`src/pkg/lss_pkg.sv`:
```
// Purpose: Constants for the line state monitor and spare byte registers
// Assumes: 6-bit register address, 8-bit register data
// Notes:   Offsets are byte addresses on the link register port
package lss_pkg;

    // Register port widths
    localparam int ADDR_W = 6;
    localparam int DATA_W = 8;

    // Register offsets
    localparam logic [5:0] OFS_LINE_MON   = 6'h15;
    localparam logic [5:0] OFS_SPARE      = 6'h16;
    localparam logic [5:0] OFS_SPARE_SET  = 6'h17;
    localparam logic [5:0] OFS_SPARE_CLR  = 6'h18;

    // Reset values and unmapped read value
    localparam logic [7:0] RST_LINE_MON   = 8'h00;
    localparam logic [7:0] RST_SPARE      = 8'h00;
    localparam logic [7:0] RD_UNMAPPED    = 8'h00;

    // Line level field position and width
    localparam int LINE_CODE_LSB = 0;
    localparam int LINE_CODE_W   = 2;

    // Line level codes
    localparam logic [1:0] CODE_SE0_SQ    = 2'h0;
    localparam logic [1:0] CODE_J_CHIRP   = 2'h1;
    localparam logic [1:0] CODE_K_NOSQ    = 2'h2;
    localparam logic [1:0] CODE_SE1       = 2'h3;

    // Synchroniser depth
    localparam int SYNC_STAGES = 2;

    // Receiver operating mode, driven by the transceiver core
    typedef enum logic [1:0] {
        LSS_MODE_LSFS  = 2'h0,
        LSS_MODE_HS    = 2'h1,
        LSS_MODE_CHIRP = 2'h2
    } lss_mode_t;

endpackage

```
`src/pkg/lss_line_if.sv`:
```
// Purpose: Carries synchronised line receiver levels between block modules
// Assumes: All signals are in the mclk domain after the synchroniser
// Notes:   The synchroniser drives, the register bank reads
`timescale 1ns/1ns
interface lss_line_if;
    logic dp_level;
    logic dm_level;
    logic squelch;
    logic hs_diff_rx_out;

    modport sync_side (output dp_level, output dm_level, output squelch, output hs_diff_rx_out);
    modport reg_side  (input dp_level, input dm_level, input squelch, input hs_diff_rx_out);
endinterface

```
`src/logic/lss_line_sync.sv`:
```
// Purpose: Two-flop synchroniser for the asynchronous line receiver outputs
// Assumes: Receiver outputs are unrelated to mclk
// Notes:   First stage is read only by the second stage
`timescale 1ns/1ns
module lss_line_sync #(
    parameter int STAGES = lss_pkg::SYNC_STAGES
) (
    // Clock and reset
    input  wire logic         mclk,
    input  wire logic         resetn,
    // Raw receiver levels
    input  wire logic         dp_rx,
    input  wire logic         dm_rx,
    input  wire logic         squelch_rx,
    input  wire logic         hs_diff_rx,
    // Synchronised levels
    lss_line_if.sync_side     line
);

    logic [3:0] meta_r;
    logic [3:0] meta_nxt;
    logic [3:0] sync_r;
    logic [3:0] sync_nxt;

    ////////////////////////////////////////////////////////////////////////////
    // Next values: stage one samples the pins, stage two samples stage one
    always_comb begin
        meta_nxt = {hs_diff_rx, squelch_rx, dm_rx, dp_rx};
        sync_nxt = meta_r;
    end

    // Registers only
    always_ff @(posedge mclk or negedge resetn) begin
        if (!resetn) begin
            meta_r <= 4'h0;
            sync_r <= 4'h0;
        end else begin
            meta_r <= meta_nxt;
            sync_r <= sync_nxt;
        end
    end

    ////////////////////////////////////////////////////////////////////////////
    // Hand the settled levels on
    assign line.dp_level       = sync_r[0];
    assign line.dm_level       = sync_r[1];
    assign line.squelch        = sync_r[2];
    assign line.hs_diff_rx_out = sync_r[3];

endmodule

```
`src/logic/lss_regs.sv`:
```
// Purpose: Line state monitor register and spare test byte with set and
//          clear aliases, reached over the link register port
// Assumes: One register access per cycle; read data one cycle after request
// Notes:   Line receiver inputs are asynchronous and pass two flip-flops
//
// Behaviour
// - Read-only line monitor at 0x15
// - Bits 1:0 follow D+ and D- receivers in low and full speed
// - Code 0x0 on SE0 or squelch
// - Code 0x3 on SE1; invalid in high speed
// - Chirp code 0x1: no squelch, receiver high
// - Spare byte at 0x16, reset zero, inert
// - Write 0x17 sets bits written as one
// - 0x17 reads back the spare byte
// - Write 0x18 clears bits written as one
`timescale 1ns/1ns
module lss_regs #(
    parameter int ADDR_W = lss_pkg::ADDR_W,
    parameter int DATA_W = lss_pkg::DATA_W
) (
    // Clock and reset
    input  wire logic              mclk,
    input  wire logic              resetn,
    // Single-ended and high-speed receiver levels, asynchronous
    input  wire logic              dp_rx,
    input  wire logic              dm_rx,
    input  wire logic              squelch_rx,
    input  wire logic              hs_diff_rx,
    // Receiver operating mode from the transceiver core, same clock
    input  wire lss_pkg::lss_mode_t op_mode,
    // Link register port
    input  wire logic [ADDR_W-1:0] reg_addr,
    input  wire logic              reg_wr,
    input  wire logic              reg_rd,
    input  wire logic [DATA_W-1:0] reg_wdata,
    output logic      [DATA_W-1:0] reg_rdata_r,
    output logic                   reg_rvalid_r,
    // Live line level code, for observation
    output logic      [1:0]        line_level_code_r
);

    ////////////////////////////////////////////////////////////////////////////
    // Declarations

    lss_line_if line ();

    logic [1:0]        line_code_nxt;
    logic [DATA_W-1:0] spare_r;
    logic [DATA_W-1:0] spare_nxt;
    logic [DATA_W-1:0] rdata_nxt;
    logic              rvalid_nxt;

    ////////////////////////////////////////////////////////////////////////////
    // Functions

    // Read data for an address; shared by the read path and easy to extend
    function automatic logic [DATA_W-1:0] read_mux(
        input logic [ADDR_W-1:0] addr,
        input logic [1:0]        code,
        input logic [DATA_W-1:0] spare
    );
        logic [DATA_W-1:0] val;
        val = lss_pkg::RD_UNMAPPED;
        case (addr)
            lss_pkg::OFS_LINE_MON: begin
                val = '0;
                val[lss_pkg::LINE_CODE_LSB +: lss_pkg::LINE_CODE_W] = code;
            end
            lss_pkg::OFS_SPARE: begin
                val = spare;
            end
            lss_pkg::OFS_SPARE_SET: begin
                val = spare;
            end
            lss_pkg::OFS_SPARE_CLR: begin
                val = spare;
            end
            default: begin
                val = lss_pkg::RD_UNMAPPED;
            end
        endcase
        return val;
    endfunction

    // Line level code from the settled receiver levels and the mode
    function automatic logic [1:0] line_code(
        input lss_pkg::lss_mode_t mode,
        input logic               dp,
        input logic               dm,
        input logic               sq,
        input logic               hsd
    );
        logic [1:0] c;
        c = lss_pkg::CODE_SE0_SQ;
        case (mode)
            lss_pkg::LSS_MODE_HS: begin
                // Only squelch is meaningful; SE1 cannot be produced here
                if (sq) begin
                    c = lss_pkg::CODE_SE0_SQ;
                end else begin
                    c = lss_pkg::CODE_K_NOSQ;
                end
            end
            lss_pkg::LSS_MODE_CHIRP: begin
                if (sq) begin
                    c = lss_pkg::CODE_SE0_SQ;
                end else if (hsd) begin
                    c = lss_pkg::CODE_J_CHIRP;
                end else begin
                    c = lss_pkg::CODE_K_NOSQ;
                end
            end
            default: begin
                // Low and full speed: bit 0 is D+, bit 1 is D-
                c = {dm, dp};
            end
        endcase
        return c;
    endfunction

    ////////////////////////////////////////////////////////////////////////////
    // Receiver synchroniser

    lss_line_sync #(
        .STAGES (lss_pkg::SYNC_STAGES)
    ) u_sync (
        .mclk       (mclk),
        .resetn     (resetn),
        .dp_rx      (dp_rx),
        .dm_rx      (dm_rx),
        .squelch_rx (squelch_rx),
        .hs_diff_rx (hs_diff_rx),
        .line       (line.sync_side)
    );

    ////////////////////////////////////////////////////////////////////////////
    // Line monitor

    // Monitor tracks the line every cycle; no write path reaches it
    always_comb begin
        line_code_nxt = line_code(op_mode, line.dp_level, line.dm_level,
                                  line.squelch, line.hs_diff_rx_out);
    end

    always_ff @(posedge mclk or negedge resetn) begin
        if (!resetn) begin
            line_level_code_r <= lss_pkg::RST_LINE_MON[1:0];
        end else begin
            line_level_code_r <= line_code_nxt;
        end
    end

    ////////////////////////////////////////////////////////////////////////////
    // Spare test byte

    // One storage byte behind three addresses; the aliases only change how
    // a write is applied. Nothing else in the block reads this byte, so it
    // cannot disturb transceiver behaviour.
    always_comb begin
        spare_nxt = spare_r;
        if (reg_wr) begin
            case (reg_addr)
                lss_pkg::OFS_SPARE: begin
                    spare_nxt = reg_wdata;
                end
                lss_pkg::OFS_SPARE_SET: begin
                    spare_nxt = spare_r | reg_wdata;
                end
                lss_pkg::OFS_SPARE_CLR: begin
                    spare_nxt = spare_r & ~reg_wdata;
                end
                default: begin
                    // Monitor and unmapped writes are dropped silently
                    spare_nxt = spare_r;
                end
            endcase
        end
    end

    always_ff @(posedge mclk or negedge resetn) begin
        if (!resetn) begin
            spare_r <= lss_pkg::RST_SPARE;
        end else begin
            spare_r <= spare_nxt;
        end
    end

    ////////////////////////////////////////////////////////////////////////////
    // Read path

    // Read data is registered so the port sees flop outputs only. A read
    // in the same cycle as a write returns the value before the write.
    always_comb begin
        rvalid_nxt = reg_rd;
        if (reg_rd) begin
            rdata_nxt = read_mux(reg_addr, line_level_code_r, spare_r);
        end else begin
            rdata_nxt = reg_rdata_r;                            // Hold last data
        end
    end

    always_ff @(posedge mclk or negedge resetn) begin
        if (!resetn) begin
            reg_rdata_r  <= '0;
            reg_rvalid_r <= 1'b0;
        end else begin
            reg_rdata_r  <= rdata_nxt;
            reg_rvalid_r <= rvalid_nxt;
        end
    end

endmodule

```
`config.mk`:
```
export PLATFORM = sky130hd
export DESIGN_NAME = lss_regs
export DESIGN_NICKNAME = d
export VERILOG_FILES = /design/src/pkg/lss_pkg.sv /design/src/pkg/lss_line_if.sv /design/src/logic/lss_line_sync.sv /design/src/logic/lss_regs.sv
export SDC_FILE = /design/constraint.sdc
export NUM_CORES = 1
export LEC_CHECK = 0
export ABC_AREA = 1
export BUFFER_PORTS_ARGS = -buffer_cell sky130_fd_sc_hd__buf_2
export CAP_MARGIN = 10
export CORE_MARGIN = 2
export CORE_UTILIZATION = 30
export DETAILED_ROUTE_END_ITERATION = 12
export PLACE_DENSITY_LB_ADDON = 0.15
export SKIP_LAST_GASP = 1
export SYNTH_ARGS = -nofsm -noshare
export SYNTH_HDL_FRONTEND = slang
export SYNTH_SLANG_ARGS = --single-unit
```
`constraint.sdc`:
```
create_clock -name mclk -period 2.23 [get_ports mclk]
set_clock_uncertainty 0.05 [all_clocks]
set_input_delay 0.3345 -clock mclk [delete_from_list [all_inputs] [get_ports mclk]]
set_output_delay 0.3345 -clock mclk [all_outputs]
set_load 0.05 [all_outputs]
```
==> flow_summary.html <==
<table>
<tr><th>Metric</th><th>Value</th></tr>
<tr><th colspan="2">Drt</th></tr>
<tr><td>Wirelength per Cell</td><td>10.66 um</td></tr>
<tr><td>Total length of routed wires</td><td>3.028 mm</td></tr>
<tr><td># DRC</td><td>0</td></tr>
<tr><td>Highest routing layer actually used</td><td>met4</td></tr>
<tr><td>Residual antenna-violating net count after detailed routing</td><td>0</td></tr>
<tr><td>First-pass iteration count of the detailed router</td><td>4</td></tr>
<tr><td>Met3 wirelength from detailed routing</td><td>136 um</td></tr>
<tr><td>Post-DR vias/cell</td><td>4.271</td></tr>
<tr><td>Met1 WL</td><td>1.568 mm</td></tr>
<tr><td>Starting DRC count in detailed routing</td><td>46</td></tr>
<tr><td>Via total after detailed routing</td><td>1213</td></tr>
<tr><td>Wire length on met2</td><td>1.299 mm</td></tr>
<tr><th colspan="2">Die</th></tr>
<tr><td>Die outline area</td><td>5507 um2</td></tr>
<tr><td>Core Box Area</td><td>4723 um2</td></tr>
<tr><td>Initial Util</td><td>31.31%</td></tr>
<tr><td>I/O pin count</td><td>35</td></tr>
<tr><td>Height of the chip</td><td>74.21 um</td></tr>
<tr><td>Die boundary width</td><td>74.21 um</td></tr>
<tr><td>Cell row count</td><td>25</td></tr>
<tr><th colspan="2">Logic synthesis</th></tr>
<tr><td>Average cell area after synthesis</td><td>8.216 um2</td></tr>
<tr><td>Number of synthesis warnings</td><td>0</td></tr>
<tr><td>Most area-hungry cell type in the Yosys netlist</td><td>sky130_fd_sc_hd__dfrtp_1</td></tr>
<tr><td>Synthesized cell area</td><td>1479 um2</td></tr>
<tr><td>EDFF count, synth</td><td>0</td></tr>
<tr><td>Top area cells in the synthesized netlist</td><td>sky130_fd_sc_hd__dfrtp_1 46%, sky130_fd_sc_hd__nand2_1 11%, sky130_fd_sc_hd__nand3_1 11%, sky130_fd_sc_hd__inv_1 6.6%, sky130_fd_sc_hd__nor2_1 3.6%</td></tr>
<tr><td>Flops &amp; latches, synth</td><td>27</td></tr>
<tr><td>Number of cells produced by synthesis</td><td>180</td></tr>
<tr><td>Post-synthesis sequential area ratio</td><td>45.69%</td></tr>
<tr><td>Prevailing post-synth register cell</td><td>sky130_fd_sc_hd__dfrtp_1</td></tr>
<tr><td>Post-synthesis net count</td><td>206</td></tr>
<tr><td>Cell with the most instances after synthesis</td><td>sky130_fd_sc_hd__nand2_1</td></tr>
<tr><td>Top post-synthesis cells by count</td><td>43 x sky130_fd_sc_hd__nand2_1, 32 x sky130_fd_sc_hd__nand3_1, 27 x sky130_fd_sc_hd__dfrtp_1, 26 x sky130_fd_sc_hd__inv_1, 14 x sky130_fd_sc_hd__nor2_1</td></tr>
<tr><td>Area share of the leading cell type in the synthesized netlist</td><td>45.69%</td></tr>
<tr><td>Number of different library cells in the post-synthesis netlist</td><td>20</td></tr>
<tr><td>Share of synthesized flip-flops with an asynchronous set or reset</td><td>100.0%</td></tr>
<tr><th colspan="2">Critical path</th></tr>
<tr><td>Critical Path Max Stage Delay</td><td>0.37 ns</td></tr>
<tr><td>Minimum setup slack among reg-to-reg paths</td><td>1.09 ns</td></tr>
<tr><td>Worst Path Required</td><td>1.85 ns</td></tr>
<tr><td>Cells on worst reg2reg path</td><td>7</td></tr>
<tr><td>Buffers and inverters on the worst path</td><td>1</td></tr>
<tr><td>Source of the worst register-to-register timing path</td><td>spare_r[5]</td></tr>
<tr><td>Startpoint Class</td><td>register</td></tr>
<tr><td>Worst setup EP type</td><td>primary output</td></tr>
<tr><td>Kind of critical path</td><td>reg2out</td></tr>
<tr><td>Sequence of cells on the critical path</td><td>buf_2</td></tr>
<tr><td>Cell family contributing the most delay on the critical path</td><td>flip-flops</td></tr>
<tr><td>Slowest stage cell, crit path</td><td>sky130_fd_sc_hd__dfrtp_1</td></tr>
<tr><td>Worst flop-to-flop path endpoint</td><td>spare_r[5]</td></tr>
<tr><td>Endpoint arrival time on the critical path</td><td>0.91 ns</td></tr>
<tr><td>Crit-path max FO</td><td>2</td></tr>
<tr><th colspan="2">Clocking</th></tr>
<tr><td>Number of instances resized during post-cts repair</td><td>0</td></tr>
<tr><td>Clock net sink count</td><td>27</td></tr>
<tr><td>Worst-case clock buffer depth</td><td>2</td></tr>
<tr><td>Library cell used as clock root buffer</td><td>sky130_fd_sc_hd__clkbuf_8</td></tr>
<tr><td>H-tree Lvls</td><td>1</td></tr>
<tr><td>Setup repair bufs after CTS</td><td>0</td></tr>
<tr><td>Insertion delay to the later sink of the worst-skew pair</td><td>0.26 ns</td></tr>
<tr><td>Clock tree from TritonCTS</td><td>yes</td></tr>
<tr><td>Count of hold buffers inserted by post-cts repair</td><td>0</td></tr>
<tr><td>Cts bufs inserted</td><td>3</td></tr>
<tr><td>Worst-path clk slew</td><td>0.09 ns</td></tr>
<tr><th colspan="2">Global route</th></tr>
<tr><td>Number of antenna violations at the first check in global routing</td><td>0</td></tr>
<tr><td>Overflow after GRT</td><td>0</td></tr>
<tr><td>Total global routing track utilization</td><td>11.65%</td></tr>
<tr><td>First-pass GRT wire length</td><td>4.981 mm</td></tr>
<tr><td>Pin count of the biggest net entering global routing</td><td>28</td></tr>
<tr><td>Number of global-route vias before repair</td><td>1096</td></tr>
<tr><th colspan="2">Power</th></tr>
<tr><td>Leak pwr</td><td>0.9668 nW</td></tr>
<tr><td>Design internal power</td><td>0.7417 mW</td></tr>
<tr><td>Proportion of power drawn by the clock network</td><td>25.5%</td></tr>
<tr><td>Maximum resistive drop on vdd</td><td>0.0004557 V</td></tr>
<tr><td>Pwr dens</td><td>600.8 nW/um2</td></tr>
<tr><td>Net switching share of the total power</td><td>30.57%</td></tr>
<tr><td>Power spent charging and discharging nets</td><td>0.3265 mW</td></tr>
<tr><td>Overall power after layout</td><td>1.068 mW</td></tr>
<tr><td>Flop pwr share</td><td>54.7%</td></tr>
<tr><td>Combinational fraction of design power</td><td>19.8%</td></tr>
<tr><th colspan="2">Flow run</th></tr>
<tr><td>Maximum capacitance violations</td><td>0</td></tr>
<tr><th colspan="2">Worst hold path</th></tr>
<tr><td>Hold Crit Class</td><td>in2async</td></tr>
<tr><th colspan="2">Timing</th></tr>
<tr><td>Post-route minimum period</td><td>1.291 ns</td></tr>
<tr><td>Hold violation total from the final report</td><td>0</td></tr>
<tr><td>Setup TNS</td><td>0 ns</td></tr>
<tr><td>Slew at the pin with the worst max-slew slack</td><td>0.5946 ns</td></tr>
<tr><td>Share of the clock period used by the worst path after layout</td><td>57.87%</td></tr>
<tr><td>Finish-stage setup viols</td><td>0</td></tr>
<tr><td>RSZ-0062 raised after global routing</td><td>false</td></tr>
<tr><td>Hold slack</td><td>0.01127 ns</td></tr>
<tr><td>Maximum operating frequency</td><td>774.9 MHz</td></tr>
<tr><td>Headroom to the max-slew limit</td><td>60.36%</td></tr>
<tr><td>Final max-slew violation count</td><td>0</td></tr>
<tr><th colspan="2">Placed design</th></tr>
<tr><td>Final GP Congestion</td><td>0.8665</td></tr>
<tr><td>Number of port buffers</td><td>34</td></tr>
<tr><td>Sum of net half-perimeters after detailed placement</td><td>2.362 mm</td></tr>
<tr><td>Area post-placement</td><td>1729 um2</td></tr>
<tr><th colspan="2">Layout</th></tr>
<tr><td>Signed area change from the synthesized netlist to the final layout</td><td>20.22%</td></tr>
<tr><td>Final cell area excluding filler cells</td><td>1778 um2</td></tr>
<tr><td>Share of cells above drive strength 1</td><td>24.88%</td></tr>
<tr><td>Fin util</td><td>37.64%</td></tr>
<tr><td>Nets</td><td>244</td></tr>
<tr><td>Final antenna diode count</td><td>0</td></tr>
<tr><th colspan="2">Outcome</th></tr>
<tr><td>Result of the run</td><td>finished clean</td></tr>
</table>
## layout make-up
type | count | area [um2]
Timing Repair Buffer | 34 | 170.2
Clock inverter | 1 | 7.507
Sequential cell | 27 | 675.6
Fill cell | 493 | 2945
Multi-Input combinational cell | 123 | 678.2
Tap cell | 67 | 83.83
Inverter | 29 | 121.4
Clock buffer | 3 | 41.29
## metal layers
metal	GRT usage, %	vias to the layer above
li1	-	639
met1	17.40	545
met2	17.66	27
met3	1.897	2
met4	2.976	0
met5	0	-
## cells in the final DEF (no fill, tap or decap), types with 3 or more instances in the layout
cell type,n
sky130_fd_sc_hd__nand2_1,43
sky130_fd_sc_hd__buf_2,34
sky130_fd_sc_hd__nand3_1,32
sky130_fd_sc_hd__dfrtp_1,27
sky130_fd_sc_hd__inv_1,26
sky130_fd_sc_hd__nor2_1,14
sky130_fd_sc_hd__or2_1,8
sky130_fd_sc_hd__o21ai_1,6
sky130_fd_sc_hd__nand2_4,4
sky130_fd_sc_hd__nand2_2,3
sky130_fd_sc_hd__clkbuf_8,3
## cells by family after synthesis
kind of cell               count (synthesis)  share of synthesized area, %
buffers and inverters                     30                         8.460
DFF                                       27                         45.69
adders and majority gates                  2                         1.692
and+or+nand+nor                          110                         39.93
AOI/OAI and AO/OA                         11                         4.230
## registers in the layout (all words and copies together), names as in the netlist
name               count
spare_r                8
u_sync.meta_r          4
u_sync.sync_r          4
reg_rvalid_r           1
reg_rdata_r            8
line_level_code_r      2
## how the worst max path moves through the flow
stage | from | endpoint | slack [ns] | depth (start not counted)
3_3_place_gp | reg_addr[5] | spare_r[7] | 0.82 | 10
3_5_place_dp | reg_addr[5] | spare_r[7] | 0.80 | 10
5_1_grt | reg_rdata_r[0] | reg_rdata_r[0] | 0.91 | 1
6_report | reg_rdata_r[5] | reg_rdata_r[5] | 0.94 | 1
4_1_cts | reg_rdata_r[5] | reg_rdata_r[5] | 0.93 | 1
2_1_floorplan | reg_addr[5] | spare_r[2] | 1.02 | 8
## through the flow
| stage | std cells | worst slack, ns |
|---|---|---|
| finish | 284 | 0.9394 |
| global route | 284 | 0.9054 |
| CTS | 284 | 0.9330 |
| detailed placement | 280 | 0.7973 |
| global placement | 280 | 0.8183 |
| floorplan | 180 | 1.020 |
## power by group through the flow
stage / logic (mW) / registers, mW / clock network, mW
after floorplan: 0.114 / 0.612 / 0
after global placement: 0.214 / 0.598 / 0
after detailed placement: 0.214 / 0.595 / 0
after CTS: 0.214 / 0.585 / 0.286
after global routing: 0.240 / 0.592 / 0.302
final: 0.211 / 0.584 / 0.273
Power figures use the tool's default switching activity.
